**src/common/sgdir_pkg.sv**
```systemverilog
// Constants shared by the strap, pulldown, debug and interrupt register slice.
// Assumes a 125 MHz system clock and a 32-bit AXI4-Lite register bus.
package sgdir_pkg;

  // ****************************************
  // Bus geometry
  // ****************************************
  localparam int ADDR_W = 10;
  localparam int IDX_W = 8;
  localparam int DATA_W = 32;
  localparam int REG_W = 8;

  // ****************************************
  // Register indices, byte address is four times the index
  // ****************************************
  localparam logic [IDX_W-1:0] IDX_STRAP_STATUS = 8'hb8;
  localparam logic [IDX_W-1:0] IDX_PULLDOWN_CTL = 8'hbe;
  localparam logic [IDX_W-1:0] IDX_PORT_STATUS_ONE = 8'hc0;
  localparam logic [IDX_W-1:0] IDX_PORT_STATUS_TWO = 8'hc1;
  localparam logic [IDX_W-1:0] IDX_PORT_DEBUG = 8'hd0;
  localparam logic [IDX_W-1:0] IDX_IRQ_ENABLE_HI = 8'hd8;
  localparam logic [IDX_W-1:0] IDX_IRQ_STATUS_HI = 8'hda;

  // ****************************************
  // Field positions
  // ****************************************
  localparam int STRAP_DONE_BIT = 3;
  localparam int STRAP_MODE_W = 3;
  localparam int NUM_PINS = 3;
  localparam int DBG_SELFTEST_BIT = 5;
  localparam int DBG_CONT_BIT = 1;
  localparam int DBG_SINGLE_BIT = 0;
  localparam int IRQ_ENC_BIT = 2;
  localparam int IRQ_SEQ_BIT = 1;
  localparam int IRQ_CRC_BIT = 0;
  localparam int STS1_SEQ_BIT = 1;
  localparam int STS1_CRC_BIT = 0;
  localparam int STS2_ENC_BIT = 0;
  localparam int NUM_IRQ = 3;

  // ****************************************
  // Reset values and writable masks
  // ****************************************
  localparam logic [REG_W-1:0] PULLDOWN_RESET = 8'h00;
  localparam logic [REG_W-1:0] DEBUG_RESET = 8'h00;
  localparam logic [REG_W-1:0] DEBUG_STORE_MASK = 8'hdc;
  localparam logic [NUM_IRQ-1:0] IRQ_EN_RESET = 3'h0;
  localparam logic [STRAP_MODE_W-1:0] STRAP_MODE_RESET = 3'h0;

  // ****************************************
  // Timing
  // ****************************************
  localparam int CLK_PERIOD_PS = 8000;
  localparam int STRAP_SETTLE_NS = 1000;
  localparam int STRAP_SETTLE_CYC = (STRAP_SETTLE_NS * 1000 + CLK_PERIOD_PS - 1) / CLK_PERIOD_PS;
  localparam int SETTLE_CNT_W = 8;

  // ****************************************
  // Bus answers and states
  // ****************************************
  localparam logic [1:0] RESP_OKAY = 2'h0;
  localparam logic [1:0] RESP_SLVERR = 2'h2;

  typedef enum logic [1:0] {
    SGDIR_STRAP_SETTLE = 2'b00,
    SGDIR_STRAP_LATCH = 2'b01,
    SGDIR_STRAP_DONE = 2'b10
  } sgdir_strap_state_t;

endpackage

```
**src/sgdir_flag.sv**
```systemverilog
// Sticky event flag, set by hardware and cleared by a read.
// Assumes set and clear are single-cycle pulses in the system clock domain.
`timescale 1ns/10ps
module sgdir_flag (
  // Clock and reset
  input wire logic clk,
  input wire logic reset,
  // Events
  input wire logic set,
  input wire logic clear,
  // State
  output logic q
);

  // Set beats clear so an event in the clearing cycle is kept
  always_ff @(posedge clk) begin
    if (reset) begin
      q <= 1'b0;
    end else if (set) begin
      q <= 1'b1;
    end else if (clear) begin
      q <= 1'b0;
    end
  end

endmodule

```
**src/sgdir_axil.sv**
```systemverilog
// AXI4-Lite slave front end turning bus traffic into register strobes.
// Assumes the register file answers a read combinationally in the strobe cycle.
`timescale 1ns/10ps
module sgdir_axil
  import sgdir_pkg::*;
(
  // Clock and reset
  input wire logic clk,
  input wire logic reset,
  // Write address and data
  input wire logic [sgdir_pkg::ADDR_W-1:0] awaddr,
  input wire logic awvalid,
  output logic awready,
  input wire logic [sgdir_pkg::DATA_W-1:0] wdata,
  input wire logic [3:0] wstrb,
  input wire logic wvalid,
  output logic wready,
  // Write response
  output logic [1:0] bresp,
  output logic bvalid,
  input wire logic bready,
  // Read address and data
  input wire logic [sgdir_pkg::ADDR_W-1:0] araddr,
  input wire logic arvalid,
  output logic arready,
  output logic [sgdir_pkg::DATA_W-1:0] rdata,
  output logic [1:0] rresp,
  output logic rvalid,
  input wire logic rready,
  // Register strobes
  output logic wr_en,
  output logic [sgdir_pkg::IDX_W-1:0] wr_idx,
  output logic [sgdir_pkg::REG_W-1:0] wr_data,
  input wire logic wr_hit,
  output logic rd_en,
  output logic [sgdir_pkg::IDX_W-1:0] rd_idx,
  input wire logic [sgdir_pkg::REG_W-1:0] rd_data,
  input wire logic rd_hit
);

  logic aw_held;
  logic w_held;
  logic [ADDR_W-1:0] aw_addr;
  logic [REG_W-1:0] w_data;
  logic w_lane0;
  wire wr_aligned = (aw_addr[1:0] == 2'h0);
  wire rd_aligned = (araddr[1:0] == 2'h0);
  wire wr_fire = aw_held && w_held && !bvalid;

  assign awready = !aw_held;
  assign wready = !w_held;
  assign arready = !rvalid;
  // Only byte lane 0 carries register bits; lane 0 off makes the write a no-op
  assign wr_en = wr_fire && wr_aligned && w_lane0;
  assign wr_idx = aw_addr[ADDR_W-1:2];
  assign wr_data = w_data;
  assign rd_en = arvalid && arready && rd_aligned;
  assign rd_idx = araddr[ADDR_W-1:2];

  // ****************************************
  // Write path
  // ****************************************
  always_ff @(posedge clk) begin
    if (reset) begin
      aw_held <= 1'b0;
      w_held <= 1'b0;
      aw_addr <= '0;
      w_data <= '0;
      w_lane0 <= 1'b0;
      bvalid <= 1'b0;
      bresp <= RESP_OKAY;
    end else begin
      if (awvalid && awready) begin
        aw_held <= 1'b1;
        aw_addr <= awaddr;
      end
      if (wvalid && wready) begin
        w_held <= 1'b1;
        w_data <= wdata[REG_W-1:0];
        w_lane0 <= wstrb[0];
      end
      if (wr_fire) begin
        aw_held <= 1'b0;
        w_held <= 1'b0;
        bvalid <= 1'b1;
        bresp <= (wr_aligned && wr_hit) ? RESP_OKAY : RESP_SLVERR;
      end else if (bvalid && bready) begin
        bvalid <= 1'b0;
      end
    end
  end

  // ****************************************
  // Read path
  // ****************************************
  always_ff @(posedge clk) begin
    if (reset) begin
      rvalid <= 1'b0;
      rdata <= '0;
      rresp <= RESP_OKAY;
    end else if (arvalid && arready) begin
      rvalid <= 1'b1;
      rdata <= {{(DATA_W-REG_W){1'b0}}, (rd_aligned && rd_hit) ? rd_data : 8'h00};
      rresp <= (rd_aligned && rd_hit) ? RESP_OKAY : RESP_SLVERR;
    end else if (rvalid && rready) begin
      rvalid <= 1'b0;
    end
  end

endmodule

```
**src/sgdir_regs.sv**
```systemverilog
// Strap status, pin pulldown, port debug and upper interrupt register slice.
// Assumes link-side event inputs are one-cycle pulses synchronous to CLK_SYS.
//
// The implementer's own choice: register access over AXI4-Lite.
`timescale 1ns/10ps

module sgdir_regs
  import sgdir_pkg::*;
(
  // Clock and reset
  input wire logic CLK_SYS,
  input wire logic RESET,
  // AXI4-Lite write
  input wire logic [sgdir_pkg::ADDR_W-1:0] S_AXI_AWADDR,
  input wire logic S_AXI_AWVALID,
  output logic S_AXI_AWREADY,
  input wire logic [sgdir_pkg::DATA_W-1:0] S_AXI_WDATA,
  input wire logic [3:0] S_AXI_WSTRB,
  input wire logic S_AXI_WVALID,
  output logic S_AXI_WREADY,
  output logic [1:0] S_AXI_BRESP,
  output logic S_AXI_BVALID,
  input wire logic S_AXI_BREADY,
  // AXI4-Lite read
  input wire logic [sgdir_pkg::ADDR_W-1:0] S_AXI_ARADDR,
  input wire logic S_AXI_ARVALID,
  output logic S_AXI_ARREADY,
  output logic [sgdir_pkg::DATA_W-1:0] S_AXI_RDATA,
  output logic [1:0] S_AXI_RRESP,
  output logic S_AXI_RVALID,
  input wire logic S_AXI_RREADY,
  // Mode strap
  input wire logic [sgdir_pkg::STRAP_MODE_W-1:0] MODE_STRAP,
  output logic [sgdir_pkg::STRAP_MODE_W-1:0] STRAP_MODE,
  output logic STRAP_DONE,
  // General-purpose pins
  input wire logic [sgdir_pkg::NUM_PINS-1:0] GPIO_OUT_EN,
  output logic [sgdir_pkg::NUM_PINS-1:0] GPIO_PULLDOWN_EN,
  // Link side
  input wire logic REMOTE_SELFTEST,
  input wire logic BACKCHAN_FRAME_START,
  output logic BACKCHAN_CORRUPT,
  input wire logic LINK_ENCODE_ERR,
  input wire logic CTRL_SEQ_ERR,
  input wire logic CTRL_CRC_ERR,
  // Interrupt
  output logic IRQ
);

  // ****************************************
  // Register bus front end
  // ****************************************
  logic wr_en;
  logic [IDX_W-1:0] wr_idx;
  logic [REG_W-1:0] wr_data;
  logic wr_hit;
  logic rd_en;
  logic [IDX_W-1:0] rd_idx;
  logic [REG_W-1:0] rd_data;
  logic rd_hit;

  sgdir_axil u_axil (
    .clk(CLK_SYS),
    .reset(RESET),
    .awaddr(S_AXI_AWADDR),
    .awvalid(S_AXI_AWVALID),
    .awready(S_AXI_AWREADY),
    .wdata(S_AXI_WDATA),
    .wstrb(S_AXI_WSTRB),
    .wvalid(S_AXI_WVALID),
    .wready(S_AXI_WREADY),
    .bresp(S_AXI_BRESP),
    .bvalid(S_AXI_BVALID),
    .bready(S_AXI_BREADY),
    .araddr(S_AXI_ARADDR),
    .arvalid(S_AXI_ARVALID),
    .arready(S_AXI_ARREADY),
    .rdata(S_AXI_RDATA),
    .rresp(S_AXI_RRESP),
    .rvalid(S_AXI_RVALID),
    .rready(S_AXI_RREADY),
    .wr_en(wr_en),
    .wr_idx(wr_idx),
    .wr_data(wr_data),
    .wr_hit(wr_hit),
    .rd_en(rd_en),
    .rd_idx(rd_idx),
    .rd_data(rd_data),
    .rd_hit(rd_hit)
  );

  // ****************************************
  // Address decode
  // ****************************************
  wire wr_pulldown = wr_en && (wr_idx == IDX_PULLDOWN_CTL);
  wire wr_debug = wr_en && (wr_idx == IDX_PORT_DEBUG);
  wire wr_irq_en = wr_en && (wr_idx == IDX_IRQ_ENABLE_HI);
  wire rd_sts_one = rd_en && (rd_idx == IDX_PORT_STATUS_ONE);
  wire rd_sts_two = rd_en && (rd_idx == IDX_PORT_STATUS_TWO);

  // Status-only registers accept writes silently so software can sweep the map
  assign wr_hit = (wr_idx == IDX_STRAP_STATUS) || (wr_idx == IDX_PULLDOWN_CTL) ||
                  (wr_idx == IDX_PORT_STATUS_ONE) || (wr_idx == IDX_PORT_STATUS_TWO) ||
                  (wr_idx == IDX_PORT_DEBUG) || (wr_idx == IDX_IRQ_ENABLE_HI) ||
                  (wr_idx == IDX_IRQ_STATUS_HI);
  assign rd_hit = (rd_idx == IDX_STRAP_STATUS) || (rd_idx == IDX_PULLDOWN_CTL) ||
                  (rd_idx == IDX_PORT_STATUS_ONE) || (rd_idx == IDX_PORT_STATUS_TWO) ||
                  (rd_idx == IDX_PORT_DEBUG) || (rd_idx == IDX_IRQ_ENABLE_HI) ||
                  (rd_idx == IDX_IRQ_STATUS_HI);

  // ****************************************
  // Mode strap decode
  // ****************************************
  sgdir_strap_state_t strap_state;
  sgdir_strap_state_t next_strap_state;
  logic [SETTLE_CNT_W-1:0] settle_cnt;
  localparam logic [SETTLE_CNT_W-1:0] SETTLE_LAST = SETTLE_CNT_W'(STRAP_SETTLE_CYC - 1);

  // Pin is sampled only after it had time to settle past reset
  always_comb begin
    next_strap_state = strap_state;
    unique case (strap_state)
      SGDIR_STRAP_SETTLE: begin
        if (settle_cnt == SETTLE_LAST) begin
          next_strap_state = SGDIR_STRAP_LATCH;
        end
      end
      SGDIR_STRAP_LATCH: begin
        next_strap_state = SGDIR_STRAP_DONE;
      end
      SGDIR_STRAP_DONE: begin
        next_strap_state = SGDIR_STRAP_DONE;
      end
      default: begin
        next_strap_state = SGDIR_STRAP_SETTLE;
      end
    endcase
  end

  always_ff @(posedge CLK_SYS) begin
    if (RESET) begin
      strap_state <= SGDIR_STRAP_SETTLE;
      settle_cnt <= '0;
    end else begin
      strap_state <= next_strap_state;
      if (strap_state == SGDIR_STRAP_SETTLE) begin
        settle_cnt <= settle_cnt + 1'b1;
      end
    end
  end

  always_ff @(posedge CLK_SYS) begin
    if (RESET) begin
      STRAP_MODE <= STRAP_MODE_RESET;
      STRAP_DONE <= 1'b0;
    end else if (strap_state == SGDIR_STRAP_LATCH) begin
      STRAP_MODE <= MODE_STRAP;
      STRAP_DONE <= 1'b1;
    end
  end

  // ****************************************
  // Pin pulldowns
  // ****************************************
  logic [REG_W-1:0] pulldown_ctl;

  always_ff @(posedge CLK_SYS) begin
    if (RESET) begin
      pulldown_ctl <= PULLDOWN_RESET;
    end else if (wr_pulldown) begin
      pulldown_ctl <= wr_data;
    end
  end

  // Output pins never need the pulldown; the off bit overrides it for inputs
  always_ff @(posedge CLK_SYS) begin
    if (RESET) begin
      GPIO_PULLDOWN_EN <= '0;
    end else begin
      GPIO_PULLDOWN_EN <= ~GPIO_OUT_EN & ~pulldown_ctl[NUM_PINS-1:0];
    end
  end

  // ****************************************
  // Port debug and back-channel errors
  // ****************************************
  logic [REG_W-1:0] debug_store;
  logic inject_backchan_errors_cont;
  logic inject_single_backchan_error;
  logic remote_selftest_active;
  wire single_taken = BACKCHAN_FRAME_START && inject_single_backchan_error;
  wire single_write = wr_debug && wr_data[DBG_SINGLE_BIT];

  always_ff @(posedge CLK_SYS) begin
    if (RESET) begin
      debug_store <= DEBUG_RESET;
      inject_backchan_errors_cont <= 1'b0;
      remote_selftest_active <= 1'b0;
    end else begin
      remote_selftest_active <= REMOTE_SELFTEST;
      if (wr_debug) begin
        debug_store <= wr_data & DEBUG_STORE_MASK;
        inject_backchan_errors_cont <= wr_data[DBG_CONT_BIT];
      end
    end
  end

  // A new write of the single-shot bit beats the self-clear of the old one
  always_ff @(posedge CLK_SYS) begin
    if (RESET) begin
      inject_single_backchan_error <= 1'b0;
    end else if (single_write) begin
      inject_single_backchan_error <= 1'b1;
    end else if (single_taken) begin
      inject_single_backchan_error <= 1'b0;
    end
  end

  // Corruption spans whole frames so one request damages exactly one frame
  always_ff @(posedge CLK_SYS) begin
    if (RESET) begin
      BACKCHAN_CORRUPT <= 1'b0;
    end else if (BACKCHAN_FRAME_START) begin
      BACKCHAN_CORRUPT <= inject_backchan_errors_cont || inject_single_backchan_error;
    end
  end

  // ****************************************
  // Interrupt enables and latched conditions
  // ****************************************
  logic [NUM_IRQ-1:0] irq_enable;
  logic [NUM_IRQ-1:0] irq_pending;
  logic link_encode_err_flag;
  logic ctrl_seq_err_flag;
  logic ctrl_crc_err_flag;
  wire [NUM_IRQ-1:0] irq_event = {LINK_ENCODE_ERR, CTRL_SEQ_ERR, CTRL_CRC_ERR};
  wire [NUM_IRQ-1:0] irq_clear = {rd_sts_two, rd_sts_one, rd_sts_one};

  always_ff @(posedge CLK_SYS) begin
    if (RESET) begin
      irq_enable <= IRQ_EN_RESET;
    end else if (wr_irq_en) begin
      irq_enable <= wr_data[NUM_IRQ-1:0];
    end
  end

  // Latched conditions, one per error source
  genvar gi;
  generate
    for (gi = 0; gi < NUM_IRQ; gi++) begin : g_pending
      sgdir_flag u_pending (
        .clk(CLK_SYS),
        .reset(RESET),
        .set(irq_event[gi]),
        .clear(irq_clear[gi]),
        .q(irq_pending[gi])
      );
    end
  endgenerate

  // Port status flags, cleared by their own read
  sgdir_flag u_enc_flag (
    .clk(CLK_SYS),
    .reset(RESET),
    .set(LINK_ENCODE_ERR),
    .clear(rd_sts_two),
    .q(link_encode_err_flag)
  );

  sgdir_flag u_seq_flag (
    .clk(CLK_SYS),
    .reset(RESET),
    .set(CTRL_SEQ_ERR),
    .clear(rd_sts_one),
    .q(ctrl_seq_err_flag)
  );

  sgdir_flag u_crc_flag (
    .clk(CLK_SYS),
    .reset(RESET),
    .set(CTRL_CRC_ERR),
    .clear(rd_sts_one),
    .q(ctrl_crc_err_flag)
  );

  // Level output, follows the pending bits one cycle after they change
  always_ff @(posedge CLK_SYS) begin
    if (RESET) begin
      IRQ <= 1'b0;
    end else begin
      IRQ <= |(irq_pending & irq_enable);
    end
  end

  // ****************************************
  // Read data
  // ****************************************
  wire [REG_W-1:0] strap_word = {4'h0, STRAP_DONE, STRAP_MODE};
  wire [REG_W-1:0] debug_word = debug_store |
                                (8'(remote_selftest_active) << DBG_SELFTEST_BIT) |
                                (8'(inject_backchan_errors_cont) << DBG_CONT_BIT) |
                                (8'(inject_single_backchan_error) << DBG_SINGLE_BIT);
  wire [REG_W-1:0] irq_en_word = {5'h00, irq_enable};
  wire [REG_W-1:0] irq_sts_word = {5'h00, irq_pending};
  wire [REG_W-1:0] sts_one_word = (8'(ctrl_seq_err_flag) << STS1_SEQ_BIT) |
                                  (8'(ctrl_crc_err_flag) << STS1_CRC_BIT);
  wire [REG_W-1:0] sts_two_word = 8'(link_encode_err_flag) << STS2_ENC_BIT;

  assign rd_data = (rd_idx == IDX_STRAP_STATUS) ? strap_word :
                   (rd_idx == IDX_PULLDOWN_CTL) ? pulldown_ctl :
                   (rd_idx == IDX_PORT_DEBUG) ? debug_word :
                   (rd_idx == IDX_IRQ_ENABLE_HI) ? irq_en_word :
                   (rd_idx == IDX_IRQ_STATUS_HI) ? irq_sts_word :
                   (rd_idx == IDX_PORT_STATUS_ONE) ? sts_one_word :
                   (rd_idx == IDX_PORT_STATUS_TWO) ? sts_two_word : 8'h00;

endmodule

```
**config.mk**
```make
export PLATFORM = sky130hd
export DESIGN_NAME = sgdir_regs
export DESIGN_NICKNAME = d
export VERILOG_FILES = /design/src/common/sgdir_pkg.sv /design/src/sgdir_flag.sv /design/src/sgdir_axil.sv /design/src/sgdir_regs.sv
export SDC_FILE = /design/constraint.sdc
export NUM_CORES = 1
export LEC_CHECK = 0
export BUFFER_PORTS_ARGS = -buffer_cell sky130_fd_sc_hd__buf_4
export CAP_MARGIN = 20
export CORE_ASPECT_RATIO = 2
export CORE_MARGIN = 4
export CORE_UTILIZATION = 54
export CTS_CLUSTER_DIAMETER = 60
export DETAILED_ROUTE_END_ITERATION = 6
export GPL_TIMING_DRIVEN = 1
export PLACE_DENSITY = 0.89
export SLEW_MARGIN = 20
export SYNTH_ARGS = -nofsm -noshare
export SYNTH_HDL_FRONTEND = slang
export SYNTH_HIERARCHICAL = 1
export SYNTH_SLANG_ARGS = --single-unit
export TNS_END_PERCENT = 50
```
**constraint.sdc**
```tcl
create_clock -name CLK_SYS -period 4.82 [get_ports CLK_SYS]
set_input_delay 0.241 -clock CLK_SYS [delete_from_list [all_inputs] [get_ports CLK_SYS]]
set_output_delay 0.241 -clock CLK_SYS [all_outputs]
set_load 0.005 [all_outputs]
```
==> results of run 1 <==
[layout make-up]
type,instances,area share [%]
clock inverters,3,1.619
flip-flops and latches,77,36.26
well taps,86,2.531
multi-input cells,280,39.76
inverters,16,1.413
repair buffers,71,12.54
clock buffers,13,5.886
[power by group through the flow]
stage               logic (µW)  registers (µW)  clock network [µW]
finish                     237             722                 711
global route               264             728                 750
CTS                        240             722                 721
detailed placement         234             735                   0
global placement           223             731                   0
floorplan                  179             725                   0
[registers in the layout (all words and copies together), names as in the netlist, 3 cells and up]
| name | count |
|---|---|
| GPIO_PULLDOWN_EN | 3 |
| debug_store | 5 |
| STRAP_MODE | 3 |
| settle_cnt | 8 |
| g_pending.u_pending/q | 3 |
| irq_enable | 3 |
| u_axil/aw_addr | 10 |
| pulldown_ctl | 8 |
| u_axil/rdata | 8 |
| u_axil/wr_data | 8 |
[how the worst max path moves through the flow]
| stage | cells past startpoint | slack [ps] | endpoint | start |
|---|---|---|---|---|
| final | 8 | 2650 | u_axil/rdata[6] | S_AXI_ARADDR[4] |
| after global routing | 7 | 2520 | inject_backchan_errors_cont | u_axil/aw_held |
| after CTS | 8 | 2680 | u_axil/rdata[6] | S_AXI_ARADDR[4] |
| after detailed placement | 8 | 2360 | u_axil/rdata[6] | S_AXI_ARADDR[4] |
| after global placement | 8 | 2390 | u_axil/rdata[5] | S_AXI_ARADDR[4] |
| after floorplan | 9 | 2810 | u_axil/rdata[0] | S_AXI_ARADDR[4] |
[worst max-delay path: stages]
cell and delay, ps:
buf_4 130, or2_1 340, nor4_4 420, a21oi_1 130, o211ai_1 150, or3b_4 430, nor3_4 380, a22o_1 210
[Yosys cell counts, types with 3 or more instances]
cell type	instances	area share, %
dfxtp_1	77	43
nand2_1	50	5.2
nor2_1	44	4.6
buf_4	42	8.7
a21oi_1	25	3.5
mux2i_1	24	6.7
inv_1	16	1.7
clkbuf_1	14	1.5
a22o_1	12	2.9
nand2b_1	10	1.7
nor3_1	9	1.2
a21oi_2	6	1.5
nor2b_1	6	1.0
ha_1	5	1.7
nand4_1	5	0.87
and3_1	4	0.69
o21ai_0	4	0.56
xor2_1	4	0.97
buf_2	3	0.42
nand4bb_1	3	0.94
[routing by layer]
layer / vias to the layer above / wire length, µm / track usage [%]
li1: 1413 / - / -
met5: - / 0 / 0
met2: 94 / 4370 / 36.14
met3: 23 / 421 / 5.000
met1: 1338 / 2730 / 18.71
met4: 0 / 297 / 10.13
[placed cells by master, fill, tap and decap left out, drive strengths merged, types with 3 or more instances in the layout]
cell type	count
mux2i	24
nor2	44
conb	26
xor2	4
nand2b	10
nand4bb	3
nor4	4
a22o	12
ha	5
clkbuf	13
nand4	5
o21ai	5
dfxtp	77
buf	71
a21oi	31
and3	4
nor3	11
nor2b	6
nand2	50
inv	16
[kinds of logic (layout without fill, tap and decap cells)]
kind of cell / Yosys count / count (layout) / share of synthesized area (%)
AOI/OAI and AO/OA: 63 / 63 / 11.88
xor gates and xnor gates: 6 / 6 / 1.458
adders and majority gates: 5 / 5 / 1.736
buffers and inverters: 77 / 103 / 12.92
DFF: 77 / 77 / 42.78
muxes: 25 / 25 / 6.979
other: 1 / 26 / 0.1041
and+or+nand+nor: 155 / 155 / 22.15
[through the flow]
| step | power, µW | worst slack, ps |
|---|---|---|
| after floorplan | 903.7 | 2810 |
| after global placement | 953.8 | 2387 |
| after detailed placement | 969.5 | 2359 |
| after CTS | 1683 | 2676 |
| after global routing | 1742 | 2523 |
| final | 1670 | 2654 |
==> flow_metrics.tcl, run 1 <==
set metrics [dict create \
    status "finished, final reports clean" \
    htree_levels 3 \
    first_iter_violations 117 \
    ctsResizeCount 0 \
    internal_power_uw 1266 \
    viasPerCell 5.253 \
    die_w_um 65.76 \
    start_util_pct 56.20 \
    tns_ps 0 \
    ys.flop_type "dfxtp_1" \
    antenna_found_initial 0 \
    gp_congestion 0.8334 \
    final_core_utilization_pct 66.30 \
    diodes 0 \
    worstPathRequired_ps 5090 \
    max_slew_margin_pct 45.71 \
    fin_area_um2 4252 \
    synthCells 409 \
    hpwl_um 5834 \
    worst_pin_slew_ps 807.7 \
    min_to "GPIO_PULLDOWN_EN[2]" \
    finalCritPeriodShare_pct 44.95 \
    path_max_fanout 8 \
    drv_cap 0 \
    p_sw_share_pct 24.23 \
    finalNetCount 534 \
    end_kind "flip-flop" \
    register_area_um2 1541 \
    r2r_start "u_axil/w_held" \
    async_flop_share_pct 0 \
    ys_warn_count 6 \
    antenna_left 0 \
    root_buffer "clkbuf_16" \
    ioPinCount 124 \
    cts-buffers-inserted 9 \
    overflow 0 \
    worstHoldStart "GPIO_OUT_EN[2]" \
    whs_ps 62.57 \
    hp-class "input pin to flip-flop" \
    grtUsageTotal_pct 19.34 \
    setup_viol 0 \
    grt_pass1_wl_um 12160 \
    synth_edf_count 0 \
    wl_um 7819 \
    clock_skew_ps 7.483 \
    criticalPathCategory "input pin to flip-flop" \
    worstSkewPairLatency_ps 330 \
    combPwrFrac_pct 14.2 \
    reg2reg_to "pulldown_ctl[7]" \
    syn_area_um2 3603 \
    finalCriticalPeriod_ps 2167 \
    postCtsSetupRepairBufs 0 \
    fillers 535 \
    final_cells 546 \
    port_buffers 70 \
    row_count 41 \
    area_delta_synth_final_pct 17.99 \
    arrival_ps 2430 \
    cts_tree "built" \
    multi_input_area_um2 1690 \
    final_max_slew_viol_count 0 \
    p_per_area_nw_per_um2 392.9 \
    firstDrtPassIters 4 \
    pwr-share-clk_pct 42.6 \
    finalHoldViolCount 0 \
    die-area_um2 8123 \
    grt_max_degree 72 \
    hold_depth 2 \
    drc_errors 0 \
    synth-seq-cells 77 \
    ff2ff_path_depth 6 \
    power_leakage_uw 0.001777 \
    first_global_vias 2694 \
    postSynthAreaPerCell_um2 8.810 \
    dp.cells 530 \
    holdBufCountCts 0 \
    ir_drop_uv 272.9 \
    die_y_um 123.5 \
    routedWlPerCell_um 14.32 \
    seqPwrFrac_pct 43.2 \
    p_sw_uw 404.7 \
    num_vias 2868 \
    grt_setup_unrepaired "false" \
    start_kind "input pin" \
    cts_sinks 77 \
    cts.path.max_buffers 2 \
    ys_types 55 \
    core_area_um2 6412 \
    worst_setup_hold_path_clk_slew_ps 60 \
    r2r_slack_ps 2750 \
    placed_area_um2 3933 \
    fmax_ghz 0.4616 \
    ys_seq_area_share_pct 42.78 \
    drive_above_1_share_pct 21.09 \
]
No activity file was read; power rests on OpenSTA's default activity.
==> run 2: changes to the inputs <==
Settings changed: CORE_UTILIZATION 54 to 45, PLACE_DENSITY 0.89 to 0.8.
Clock period 4.82 ns to 1.9 ns, I/O delays scaled along.
==> flow_metrics.tcl, run 2 (synthesis results as in run 1) <==
set metrics [dict create \
    dp.cells 551 \
    start_util_pct 46.72 \
    p_per_area_nw_per_um2 897.6 \
    ioPinCount 124 \
    p_sw_share_pct 25.86 \
    pwr-share-clk_pct 38.4 \
    layout_commonest_cell "buf_4" \
    drive_above_1_share_pct 23.91 \
    grt_setup_unrepaired "false" \
    largest_reg_flops 10 \
    final_cells 575 \
    firstDrtPassIters 4 \
    row_count 45 \
    viasPerCell 5.014 \
    cts-buffers-inserted 9 \
    diodes 0 \
    fmax_ghz 0.5671 \
    setup_viol 0 \
    layout_common_cells "buf_4 (82), dfxtp_1 (76), nand2_1 (50)" \
    cts_sinks 77 \
    postCtsSetupRepairBufs 0 \
    criticalPathCategory "flip-flop to flip-flop" \
    drc_errors 0 \
    antenna_left 0 \
    hpwl_um 5989 \
    max_slew_margin_pct 49.80 \
    placed_area_um2 4053 \
    start_kind "flip-flop" \
    core_area_um2 7714 \
    path_max_fanout 3 \
    combPwrFrac_pct 15.7 \
    power_leakage_uw 0.001864 \
    die-area_um2 9590 \
    fin_area_um2 4449 \
    drv_cap 0 \
    root_buffer "clkbuf_16" \
    die_w_um 71.28 \
    grtUsageTotal_pct 16.18 \
    wl_um 7762 \
    p_sw_uw 1033 \
    seqPwrFrac_pct 45.9 \
    die_y_um 134.6 \
    finalCritPeriodShare_pct 92.80 \
    area_delta_synth_final_pct 23.47 \
    first_global_vias 2745 \
    first_iter_violations 135 \
    finalNetCount 556 \
    antenna_found_initial 0 \
    end_kind "flip-flop" \
    grt_max_degree 70 \
    clock_skew_ps 6.123 \
    overflow 0 \
    fillers 692 \
    status "finished, final reports clean" \
    largest-register "u_axil/aw_addr" \
    hp-class "input pin to flip-flop" \
    worst_setup_hold_path_clk_slew_ps 60 \
    whs_ps 10.14 \
    finalHoldViolCount 0 \
    worstPathRequired_ps 2090 \
    tns_ps 0 \
    num_vias 2883 \
    port_buffers 70 \
    cts.path.max_buffers 2 \
    cts_tree "built" \
    total_power_uw 3994 \
    ir_drop_uv 500.8 \
    final_max_slew_viol_count 0 \
    routedWlPerCell_um 13.50 \
    worst_pin_slew_ps 750.3 \
    grt_pass1_wl_um 12400 \
    worstSkewPairLatency_ps 330 \
    internal_power_uw 2961 \
    gp_congestion 0.8769 \
    arrival_ps 1950 \
    finalCriticalPeriod_ps 1763 \
    htree_levels 3 \
]
## run 2: cell types whose count changed in the layout (fill, tap and decap cells not counted), sizes merged
| cell | previous run | this run |
|---|---|---|
| buf | 71 | 84 |
| dlygate4sd3 | 0 | 9 |
| bufinv | 2 | 0 |
| clkbuf | 13 | 12 |
| clkinvlp | 0 | 1 |
| inv | 16 | 17 |
## run 2: timing repair
item                                    CTS  global route
resized for setup                         0             8
hold buffers                              9             0
endpoints found under the hold margin     9             0
endpoints found under the setup margin    0             9
## run 2: final timing paths
path	from	endpoint	slack, ps	depth (start not counted)
setup / recovery	u_axil/bvalid	irq_enable[2]	140	6
hold / removal	S_AXI_AWADDR[7]	u_axil/aw_addr[7]	10	3
hold reg to reg	pulldown_ctl[1]	GPIO_PULLDOWN_EN[1]	460	1
setup reg to reg	u_axil/bvalid	irq_enable[2]	140	6
## run 2: stage by stage
step,util (%),worst slack [ps]
global placement,52.54,12.74
floorplan,-,35.56
detailed placement,52.54,14.78
CTS,57.18,4.214
finish,57.68,136.8
global route,57.68,7.327
## run 2: power groups by stage
stage	combinational, µW	sequential [µW]	clock [µW]
after floorplan	453	1840	0
after global placement	588	1860	0
after detailed placement	610	1870	0
after CTS	635	1830	1570
after global routing	703	1850	1630
final	626	1830	1530
## run 2: critical path, stage by stage, from the launching register on
cell and delay (ps):
dfxtp_2 320, and3b_1 230, and3_4 190, nor4bb_4 200, or3b_4 450, mux2i_1 170, nor2_1 50
## run 2: area by class of cell
cell class / count / area [µm²] / area share [%]
Sequential cell: 77 / 1543 / 34.67
Timing Repair Buffer: 93 / 737.0 / 16.56
Clock inverter: 3 / 21.27 / 0.4781
Inverter: 16 / 60.06 / 1.350
Tap cell: 94 / 117.6 / 2.643
Multi-Input combinational cell: 280 / 1724 / 38.75
Clock buffer: 12 / 246.5 / 5.540
## run 2: layer usage
metal	global-route usage (%)	routed length, µm
met5	0	0
met4	8.891	216
met3	2.906	415
met2	30.53	4367
met1	16.03	2763
